File: src/logic/dcsw_pkg.sv
// Package: bit positions, setting codes and states of the command/status word block
package dcsw_pkg;
  localparam int unsigned WORD_W       = 16;
  // Native command word bit positions
  localparam int unsigned CMD_DC_BRAKE = 2;
  localparam int unsigned CMD_COAST    = 3;
  localparam int unsigned CMD_QSTOP    = 4;
  localparam int unsigned CMD_HOLD     = 5;
  localparam int unsigned CMD_START    = 6;
  localparam int unsigned CMD_RESET    = 7;
  localparam int unsigned CMD_JOG      = 8;
  localparam int unsigned CMD_RAMP     = 9;
  localparam int unsigned CMD_VALID    = 10;
  localparam int unsigned CMD_RELAY    = 11;
  localparam int unsigned CMD_DOUT     = 12;
  localparam int unsigned CMD_SETUP_LO = 13;
  localparam int unsigned CMD_SETUP_HI = 14;
  localparam int unsigned CMD_REVERSE  = 15;
  // Fieldbus command word: the three enable bits
  localparam int unsigned FB_ON1       = 0;
  localparam int unsigned FB_ON2       = 1;
  localparam int unsigned FB_ON3       = 2;
  // Status word bit positions
  localparam int unsigned ST_READY     = 0;
  localparam int unsigned ST_DRV_READY = 1;
  localparam int unsigned ST_CAN_START = 2;
  localparam int unsigned ST_TRIP      = 3;
  localparam int unsigned ST_UNUSED4   = 4;
  localparam int unsigned ST_UNUSED5   = 5;
  localparam int unsigned ST_TRIP_LOCK = 6;
  localparam int unsigned ST_WARNING   = 7;
  localparam int unsigned ST_AT_SPEED  = 8;
  localparam int unsigned ST_SERIAL_OK = 9;
  localparam int unsigned ST_FREQ_OK   = 10;
  localparam int unsigned ST_RUNNING   = 11;
  localparam int unsigned ST_UNUSED12  = 12;
  localparam int unsigned ST_VOLT_WARN = 13;
  localparam int unsigned ST_CURR_LIM  = 14;
  localparam int unsigned ST_THERM     = 15;
  // Reset values of the held command fields
  localparam logic [WORD_W-1:0] CMD_WORD_RESET = 16'h0000;
  localparam logic [1:0]        SETUP_RESET    = 2'h0;
  // Reversing source setting codes
  typedef enum logic [1:0] {
    DCSW_REV_DIGITAL = 2'b00,
    DCSW_REV_SERIAL  = 2'b01,
    DCSW_REV_OR      = 2'b10,
    DCSW_REV_AND     = 2'b11
  } dcsw_rev_src_t;
  // Start gating setting codes
  typedef enum logic [1:0] {
    DCSW_START_INPUT  = 2'b00,
    DCSW_START_SERIAL = 2'b01,
    DCSW_START_OR     = 2'b10,
    DCSW_START_AND    = 2'b11
  } dcsw_start_src_t;
  // Telegram profile select
  typedef enum logic {
    DCSW_PROF_FIELDBUS = 1'b0,
    DCSW_PROF_NATIVE   = 1'b1
  } dcsw_profile_t;
  // Run command state
  typedef enum logic [1:0] {
    DCSW_STOPPED  = 2'b00,
    DCSW_RUNNING  = 2'b01,
    DCSW_RAMPDOWN = 2'b10,
    DCSW_COASTING = 2'b11
  } dcsw_run_t;
endpackage

File: src/logic/dcsw_gate.sv
// Source gating of one command bit against its digital input counterpart
`timescale 1ns/10ps
module dcsw_gate (
  input  wire logic [1:0] mode,
  input  wire logic       bus_bit,
  input  wire logic       pin_bit,
  output logic            gated
);
  // Mode codes share the reversing/start encoding: pin, bus, or, and
  always_comb begin
    unique case (mode)
      2'b00: gated = pin_bit;
      2'b01: gated = bus_bit;
      2'b10: gated = bus_bit | pin_bit;
      2'b11: gated = bus_bit & pin_bit;
    endcase
  end
endmodule

File: src/logic/dcsw_core.sv
// Command word interpreter and status word builder for the drive control path
`timescale 1ns/10ps
// Notes on behaviour
// - Command bit 05 low freezes output frequency; only speed-up/down inputs move it.
// - While frozen, bit 06 and start inputs cannot stop; bits 03, 02, pins can.
// - Bit 06 low ramps down on selected ramp; high permits start, gated per setting.
// - Trip clears only on a rising edge of command bit 07.
// - Bit 08 high selects jog frequency instead of the normal reference.
// - Bit 09 picks ramp set 1 or ramp set 2.
// - Command word with bit 10 low is discarded entirely.
// - Bit 11 drives relay 01 only when its source selects the command bit.
// - Bit 12 drives terminal 46 output only when its source selects the command bit.
// - Bits 14:13 select setup 1 to 4, only in multi-setup operation.
// - Bit 15 reverses only with serial, logic-or or logic-and reversing source.
// - Status bit 00 shows drive ready for operation.
// - Status bit 02 low when motor coasts, high when start possible.
// - Status bit 03 shows a trip awaiting reset.
// - Status bit 06 shows trip lock, cleared only by power cycle or backup supply.
// - Status bit 07 shows any warning present.
// - Status bit 08 shows actual speed equal to reference.
// - Status bit 09 low when local stop key or local mode; serial then ignored.
// - Status bit 10 high within frequency limits, low at low or high limit.
// - Status bit 11 high on start signal or nonzero output frequency.
// - Status bits 13, 14, 15 flag voltage, current ceiling and thermal limits.
// - Fieldbus profile: any of bits 00..02 low ramps stop; all high permit start.
module dcsw_core (
  input  wire logic                          core_clk,
  input  wire logic                          rst_b,
  // Command word from the telegram layer
  input  wire logic [dcsw_pkg::WORD_W-1:0]   native_command_word,
  input  wire logic [dcsw_pkg::WORD_W-1:0]   fieldbus_command_word,
  input  wire logic                          cmd_word_strobe,
  input  wire logic                          profile_native,
  // Settings
  input  wire logic [1:0]                    start_source,
  input  wire logic [1:0]                    reverse_source,
  input  wire logic                          relay_src_is_cmd,
  input  wire logic                          dout_src_is_cmd,
  input  wire logic                          multi_setup_en,
  input  wire logic                          local_mode,
  // Digital inputs and local control (asynchronous pins)
  input  wire logic                          pin_start,
  input  wire logic                          pin_reverse,
  input  wire logic                          pin_dc_brake,
  input  wire logic                          pin_coast,
  input  wire logic                          pin_speed_up,
  input  wire logic                          pin_speed_down,
  input  wire logic                          local_stop_key,
  // Drive state from the motor control
  input  wire logic                          drive_ready,
  input  wire logic                          trip_event,
  input  wire logic                          trip_lock_event,
  input  wire logic                          power_restored,
  input  wire logic                          warning_any,
  input  wire logic                          speed_at_ref,
  input  wire logic                          freq_at_limit,
  input  wire logic                          freq_nonzero,
  input  wire logic                          dc_link_out_of_range,
  input  wire logic                          output_current_ceiling,
  input  wire logic                          temp_limit,
  // Commands to the motor control, relay and terminal outputs, and the status word
  output logic                               freq_hold,
  output logic                               hold_speed_up,
  output logic                               hold_speed_down,
  output logic                               run_enable,
  output logic                               ramp_stop,
  output logic                               coast_stop,
  output logic                               dc_brake,
  output logic                               quick_stop,
  output logic                               jog_select,
  output logic                               ramp_set2,
  output logic                               relay01_on,
  output logic                               dout46_on,
  output logic [1:0]                         setup_select,
  output logic                               reverse,
  output logic                               trip_reset_pulse,
  output logic [dcsw_pkg::WORD_W-1:0]        native_status_word
);

  // Two-flop synchronisers for all pin inputs
  localparam int unsigned NPIN = 7;
  logic [NPIN-1:0] pin_meta;
  logic [NPIN-1:0] pin_sync;

  always_ff @(posedge core_clk) begin
    if (!rst_b) begin
      pin_meta <= '0;
      pin_sync <= '0;
    end else begin
      pin_meta <= {local_stop_key, pin_speed_down, pin_speed_up, pin_coast,
                   pin_dc_brake, pin_reverse, pin_start};
      pin_sync <= pin_meta;
    end
  end

  logic s_start, s_rev, s_dcb, s_coast, s_up, s_down, s_lstop;
  assign {s_lstop, s_down, s_up, s_coast, s_dcb, s_rev, s_start} = pin_sync;

  // Serial commands only count when local control does not own the drive
  logic serial_ok;
  assign serial_ok = !s_lstop && !local_mode;

  logic accept;
  assign accept = cmd_word_strobe && serial_ok && profile_native
                  && native_command_word[dcsw_pkg::CMD_VALID];

  logic fb_accept;
  assign fb_accept = cmd_word_strobe && serial_ok && !profile_native
                     && fieldbus_command_word[dcsw_pkg::CMD_VALID];

  // Held command word; reset value keeps coast/stop bits low so nothing starts
  logic [dcsw_pkg::WORD_W-1:0] cmd;
  logic                        fb_on_all;
  logic                        prev_reset_bit;

  always_ff @(posedge core_clk) begin
    if (!rst_b) begin
      cmd <= dcsw_pkg::CMD_WORD_RESET;
    end else if (accept) begin
      cmd <= native_command_word;
    end else if (fb_accept) begin
      // Fieldbus bits 03..15 shared with native meanings for the covered subset
      cmd <= {fieldbus_command_word[dcsw_pkg::WORD_W-1:dcsw_pkg::CMD_COAST],
              3'h7};
    end
  end

  always_ff @(posedge core_clk) begin
    if (!rst_b) begin
      fb_on_all <= 1'b0;
    end else if (fb_accept) begin
      fb_on_all <= fieldbus_command_word[dcsw_pkg::FB_ON1]
                   & fieldbus_command_word[dcsw_pkg::FB_ON2]
                   & fieldbus_command_word[dcsw_pkg::FB_ON3];
    end else if (accept) begin
      fb_on_all <= 1'b1;
    end
  end

  // Trip reset on 0->1 of bit 07 across accepted words only
  always_ff @(posedge core_clk) begin
    if (!rst_b) begin
      prev_reset_bit   <= 1'b0;
      trip_reset_pulse <= 1'b0;
    end else begin
      trip_reset_pulse <= 1'b0;
      if (accept || fb_accept) begin
        prev_reset_bit <= native_command_word[dcsw_pkg::CMD_RESET] & profile_native
                        | fieldbus_command_word[dcsw_pkg::CMD_RESET] & !profile_native;
        trip_reset_pulse <= !prev_reset_bit
                          && (profile_native ? native_command_word[dcsw_pkg::CMD_RESET]
                                             : fieldbus_command_word[dcsw_pkg::CMD_RESET]);
      end
    end
  end

  // Trip and trip-lock flags; a new trip wins over a reset in the same cycle
  logic tripped;
  logic trip_locked;

  always_ff @(posedge core_clk) begin
    if (!rst_b) begin
      tripped <= 1'b0;
    end else if (trip_event || trip_lock_event) begin
      tripped <= 1'b1;
    end else if (trip_reset_pulse && !trip_locked) begin
      tripped <= 1'b0;
    end
  end

  always_ff @(posedge core_clk) begin
    if (!rst_b) begin
      trip_locked <= 1'b0;
    end else if (trip_lock_event) begin
      trip_locked <= 1'b1;
    end else if (power_restored) begin
      trip_locked <= 1'b0;
    end
  end

  // Start gating of bit 06 against start pin
  logic start_gated;
  dcsw_gate u_start_gate (
    .mode    (start_source),
    .bus_bit (cmd[dcsw_pkg::CMD_START]),
    .pin_bit (s_start),
    .gated   (start_gated)
  );

  logic rev_gated;
  dcsw_gate u_rev_gate (
    .mode    (reverse_source),
    .bus_bit (cmd[dcsw_pkg::CMD_REVERSE]),
    .pin_bit (s_rev),
    .gated   (rev_gated)
  );

  // Hard stops that act even while frozen
  logic hard_coast;
  logic hard_brake;
  assign hard_coast = !cmd[dcsw_pkg::CMD_COAST] || s_coast;
  assign hard_brake = !cmd[dcsw_pkg::CMD_DC_BRAKE] || s_dcb;

  logic hold;
  assign hold = !cmd[dcsw_pkg::CMD_HOLD];

  // Run state
  dcsw_pkg::dcsw_run_t run_q;
  dcsw_pkg::dcsw_run_t next_run;
  logic                start_ok;
  assign start_ok = start_gated && fb_on_all && !tripped;

  always_comb begin
    next_run = run_q;
    if (hard_coast) begin
      next_run = dcsw_pkg::DCSW_COASTING;
    end else if (hard_brake) begin
      next_run = dcsw_pkg::DCSW_STOPPED;
    end else begin
      unique case (run_q)
        dcsw_pkg::DCSW_STOPPED, dcsw_pkg::DCSW_COASTING: begin
          if (start_ok) next_run = dcsw_pkg::DCSW_RUNNING;
          else next_run = dcsw_pkg::DCSW_STOPPED;
        end
        dcsw_pkg::DCSW_RUNNING: begin
          // Frozen output cannot be stopped by bit 06 or start input
          if (!start_ok && !hold) next_run = dcsw_pkg::DCSW_RAMPDOWN;
        end
        dcsw_pkg::DCSW_RAMPDOWN: begin
          if (start_ok) next_run = dcsw_pkg::DCSW_RUNNING;
          else if (!freq_nonzero) next_run = dcsw_pkg::DCSW_STOPPED;
        end
      endcase
    end
  end

  always_ff @(posedge core_clk) begin
    if (!rst_b) run_q <= dcsw_pkg::DCSW_STOPPED;
    else run_q <= next_run;
  end

  // Registered command outputs
  always_ff @(posedge core_clk) begin
    if (!rst_b) begin
      freq_hold       <= 1'b0;
      hold_speed_up   <= 1'b0;
      hold_speed_down <= 1'b0;
      run_enable      <= 1'b0;
      ramp_stop       <= 1'b0;
      coast_stop      <= 1'b1;
      dc_brake        <= 1'b0;
      quick_stop      <= 1'b0;
    end else begin
      freq_hold       <= hold && run_q == dcsw_pkg::DCSW_RUNNING;
      hold_speed_up   <= hold && s_up;
      hold_speed_down <= hold && s_down;
      run_enable      <= next_run == dcsw_pkg::DCSW_RUNNING;
      ramp_stop       <= next_run == dcsw_pkg::DCSW_RAMPDOWN;
      coast_stop      <= hard_coast;
      dc_brake        <= hard_brake && !hard_coast;
      quick_stop      <= !cmd[dcsw_pkg::CMD_QSTOP];
    end
  end

  always_ff @(posedge core_clk) begin
    if (!rst_b) begin
      jog_select   <= 1'b0;
      ramp_set2    <= 1'b0;
      relay01_on   <= 1'b0;
      dout46_on    <= 1'b0;
      setup_select <= dcsw_pkg::SETUP_RESET;
      reverse      <= 1'b0;
    end else begin
      jog_select <= profile_native && cmd[dcsw_pkg::CMD_JOG];
      ramp_set2  <= cmd[dcsw_pkg::CMD_RAMP];
      relay01_on <= profile_native && relay_src_is_cmd && cmd[dcsw_pkg::CMD_RELAY];
      dout46_on  <= profile_native && dout_src_is_cmd && cmd[dcsw_pkg::CMD_DOUT];
      if (multi_setup_en) begin
        setup_select <= cmd[dcsw_pkg::CMD_SETUP_HI:dcsw_pkg::CMD_SETUP_LO];
      end
      reverse <= rev_gated;
    end
  end

  // Status word
  logic running_flag;
  assign running_flag = start_gated || freq_nonzero;

  always_ff @(posedge core_clk) begin
    if (!rst_b) begin
      native_status_word <= '0;
    end else begin
      native_status_word                          <= '0;
      native_status_word[dcsw_pkg::ST_READY]      <= drive_ready;
      native_status_word[dcsw_pkg::ST_DRV_READY]  <= drive_ready && hard_coast;
      native_status_word[dcsw_pkg::ST_CAN_START]  <= !hard_coast && !tripped;
      native_status_word[dcsw_pkg::ST_TRIP]       <= tripped;
      native_status_word[dcsw_pkg::ST_TRIP_LOCK]  <= trip_locked;
      native_status_word[dcsw_pkg::ST_WARNING]    <= warning_any;
      native_status_word[dcsw_pkg::ST_AT_SPEED]   <= speed_at_ref;
      native_status_word[dcsw_pkg::ST_SERIAL_OK]  <= serial_ok;
      native_status_word[dcsw_pkg::ST_FREQ_OK]    <= !freq_at_limit;
      native_status_word[dcsw_pkg::ST_RUNNING]    <= running_flag;
      native_status_word[dcsw_pkg::ST_VOLT_WARN]  <= dc_link_out_of_range;
      native_status_word[dcsw_pkg::ST_CURR_LIM]   <= output_current_ceiling;
      native_status_word[dcsw_pkg::ST_THERM]      <= temp_limit;
    end
  end

endmodule

File: config.mk
export PLATFORM = sky130hd
export DESIGN_NAME = dcsw_core
export DESIGN_NICKNAME = d
export VERILOG_FILES = /design/src/logic/dcsw_pkg.sv /design/src/logic/dcsw_gate.sv /design/src/logic/dcsw_core.sv
export SDC_FILE = /design/constraint.sdc
export NUM_CORES = 1
export LEC_CHECK = 0
export BUFFER_PORTS_ARGS = -buffer_cell sky130_fd_sc_hd__buf_2
export CAP_MARGIN = 15
export CORE_MARGIN = 5
export CORE_UTILIZATION = 28
export DETAILED_ROUTE_END_ITERATION = 16
export HOLD_SLACK_MARGIN = 0.12
export PLACE_DENSITY = 0.56
export REMOVE_ABC_BUFFERS = 1
export SLEW_MARGIN = 20
export SYNTH_ARGS = -nofsm -noshare
export SYNTH_HDL_FRONTEND = slang
export SYNTH_SLANG_ARGS = --single-unit
export TNS_END_PERCENT = 10
File: constraint.sdc
create_clock -name core_clk -period 1.7 [get_ports core_clk]
set_clock_uncertainty 0.15 [all_clocks]
set_input_delay 0.255 -clock core_clk [delete_from_list [all_inputs] [get_ports core_clk]]
set_output_delay 0.255 -clock core_clk [all_outputs]
set_load 0.01 [all_outputs]
==> flow_summary.toml <==
[placement]
dp_hpwl_mm = 4.11
dpl.cell_count = 423
numPortBuffers = 88
place.gp.congestion = 0.832

[detailed_routing]
viasPerCell = 4.30
routedWlPerCell_um = 12.3
firstDrtPassIters = 4
drtAntennaViolNets = 0
drc_errors = 0
drtIter0Drc = 66
dr_total_vias = 2095
detail_route.wirelength_mm = 6.01

[cts]
clkLatencyLatePin_ns = 0.34
cts.sinks = 61
h-tree-depth = 3
cts_tree = "done"
cts_made_buffers = 9
cts_buffer_depth = 2
cts_root_buf = "clkbuf_8"
clkTransAtPathRegs_ns = 0.07
post-cts-setup-buffer-count = 0

[cells_and_area]
most-common-layout-cells = "buf_2 (88), dfxtp_1 (58), dlygate4sd3_1 (48)"
layout_commonest_cell = "buf_2"
diodes = 0
stdcell_count = 487
syn_to_final_growth_pct = 61.8
layout-drive-gt1-share_pct = 36.6
nets = 444

[timing]
finalCritPeriodShare_pct = 99.8
fin_setup_tns_ns = 0
finalHoldViolations = 0
timing.final.crit_period_ns = 1.70
drv_slew = 0
holdWs_ns = 0.138
finalSetupViolations = 0
rsz0062_at_grt = "true"
clock.fmax_ghz = 0.590

[yosys]
synth-main-ff-cell = "dfxtp_1"
netlist_area_sq_um = 2240
syn_avg_cell_area_sq_um = 9.88
synth-seq-area-share_pct = 54.5
yosysUniqueCellTypes = 41
synth_cells = 227
yosysTopAreaCell = "dfxtp_1"
synth-async-reset-ratio_pct = 0
ys_warn_count = 0
synth_top_area_share_pct = 54.5
synth_edf_count = 0
synthTopCellsByArea = "dfxtp_1 (54%), and2_1 (7.8%), nor2_1 (3.9%)"
ys_ff_latch = 61

[hold_path]
min_to = "relay01_on"
hp-start = "profile_native"
whs_path_depth = 2
hold_path.class = "input port to flip-flop"

[run_status]
status = "complete, no violations"

[floorplan]
rows = 32
start_util_pct = 28.9
dieArea_sq_um = 9900
coreArea_sq_um = 7770
die_h_um = 99.5
die_width_um = 99.5
num_io_pins = 94

[critical_path]
reg2reg_slack_ns = 0.004
critical_path.most_common_cell = "buf_4"
cp_slowest_cell = "o32a_1"
r2r_cells = 7
critical_path_arrival_ns = 1.80
path_cells = "inv_1 > ha_4 > buf_4 > a211oi_2 > buf_4 > o32a_1 > nor4b_2"
worstSetupPathType = "flip-flop to flip-flop"
crit_required_ns = 1.80
rr_endpoint = "run_enable"
critPathLaunchType = "flip-flop"
r2r-start = "run_q[0]"
end_kind = "flip-flop"
cpPeakStageDelay_ns = 0.33
cp_max_fo = 2
path_delay_family = "compound AO/OA/AOI/OAI gates"
crit_buf_inv = 3

[global_routing]
grt.overflow.total = 0
grt_max_degree = 23
grt_pass1_wl_mm = 10.1
first_global_vias = 2240
grt_use_total_pct = 13.1
antenna_found_initial = 0

[pwr]
total_power_mw = 3.28
max-vdd-ir-drop_uv = 371
p_per_area_nw_per_um2 = 904
leakagePower_nw = 1.61

[run]
maxCapViolCount = 0
-- sequential cells by signal, indices dropped and copies added, names as in the netlist, 2 cells and up --
name	flops
pin_meta	7
pin_sync	7
cmd	12
run_q	2
setup_select	2
native_status_word	13
-- worst max path at each step --
stage / start / end / slack (ns) / cells after the start
4_1_cts: run_q[0] / run_enable / -0.009 / 7
2_1_floorplan: pin_sync[6] / cmd[11] / -0.19 / 4
3_5_place_dp: run_q[0] / run_enable / -0.17 / 5
5_1_grt: run_q[0] / run_enable / -0.11 / 7
6_report: run_q[0] / run_enable / 0.004 / 7
3_3_place_gp: run_q[0] / run_enable / -0.13 / 5
-- routing by layer --
| metal | global-route usage [%] | routed length, um | share of wire, % |
|---|---|---|---|
| met5 | 0 | 0 | 0 |
| met4 | 6.09 | 138 | 2.3 |
| met3 | 4.35 | 382 | 6.4 |
| met2 | 23.7 | 3050 | 51 |
| met1 | 13.7 | 2440 | 41 |
-- power breakdown --
group	leakage, nW	switching, mW	total (mW)	internal, mW
clock network	0.102	0.575	1.33	0.756
registers	0.502	0.0261	1.52	1.50
logic	1.00	0.180	0.426	0.246
-- cell usage after synthesis, drive strengths merged (2+ instances only) --
library cell,count
mux2i,3
nor2b,5
a31oi,2
a21oi,10
nor2,24
clkbuf,8
and2,28
nor4b,2
ha,2
or3b,2
and4,2
inv,8
nand2,14
a211oi,2
and3,3
buf,7
a311oi,11
dfxtp,61
nand2b,3
o21ai,16
-- kinds of logic after synthesis --
kind of cell               count (synthesis)  share of synthesized area [%]
adders and majority gates                  2                           1.12
and+or+nand+nor                           87                           20.9
buffers and inverters                     23                           4.97
muxes                                      3                           1.34
xor gates and xnor gates                   1                          0.391
DFF                                       61                           54.5
AOI/OAI and AO/OA                         49                           16.6
other                                      1                          0.167
-- layout make-up --
type / instances / area [sq um]
Fill cell: 766 / 4140
Tap cell: 102 / 128
Timing Repair Buffer: 155 / 1090
Inverter: 8 / 30.0
Clock inverter: 5 / 58.8
Multi-Input combinational cell: 145 / 947
Sequential cell: 61 / 1220
Clock buffer: 11 / 151
-- through the flow --
| step | setup WS (ns) | utilization (%) | area, sq um |
|---|---|---|---|
| CTS | -0.00940 | 46.5 | 3610 |
| global route | -0.111 | 46.7 | 3630 |
| global placement | -0.126 | 37.4 | 2900 |
| floorplan | -0.190 | - | 2170 |
| detailed placement | -0.166 | 37.4 | 2900 |
| finish | 0.00396 | 46.7 | 3630 |
-- what timing repair did --
item	4_1_cts	5_1_grt
gates resized for setup	7	3
setup endpoints to repair	12	12
endpoints found under the hold margin	38	0
hold buffers	48	0
pin swaps	2	4
Note: power is estimated with default switching activity, not from simulation.
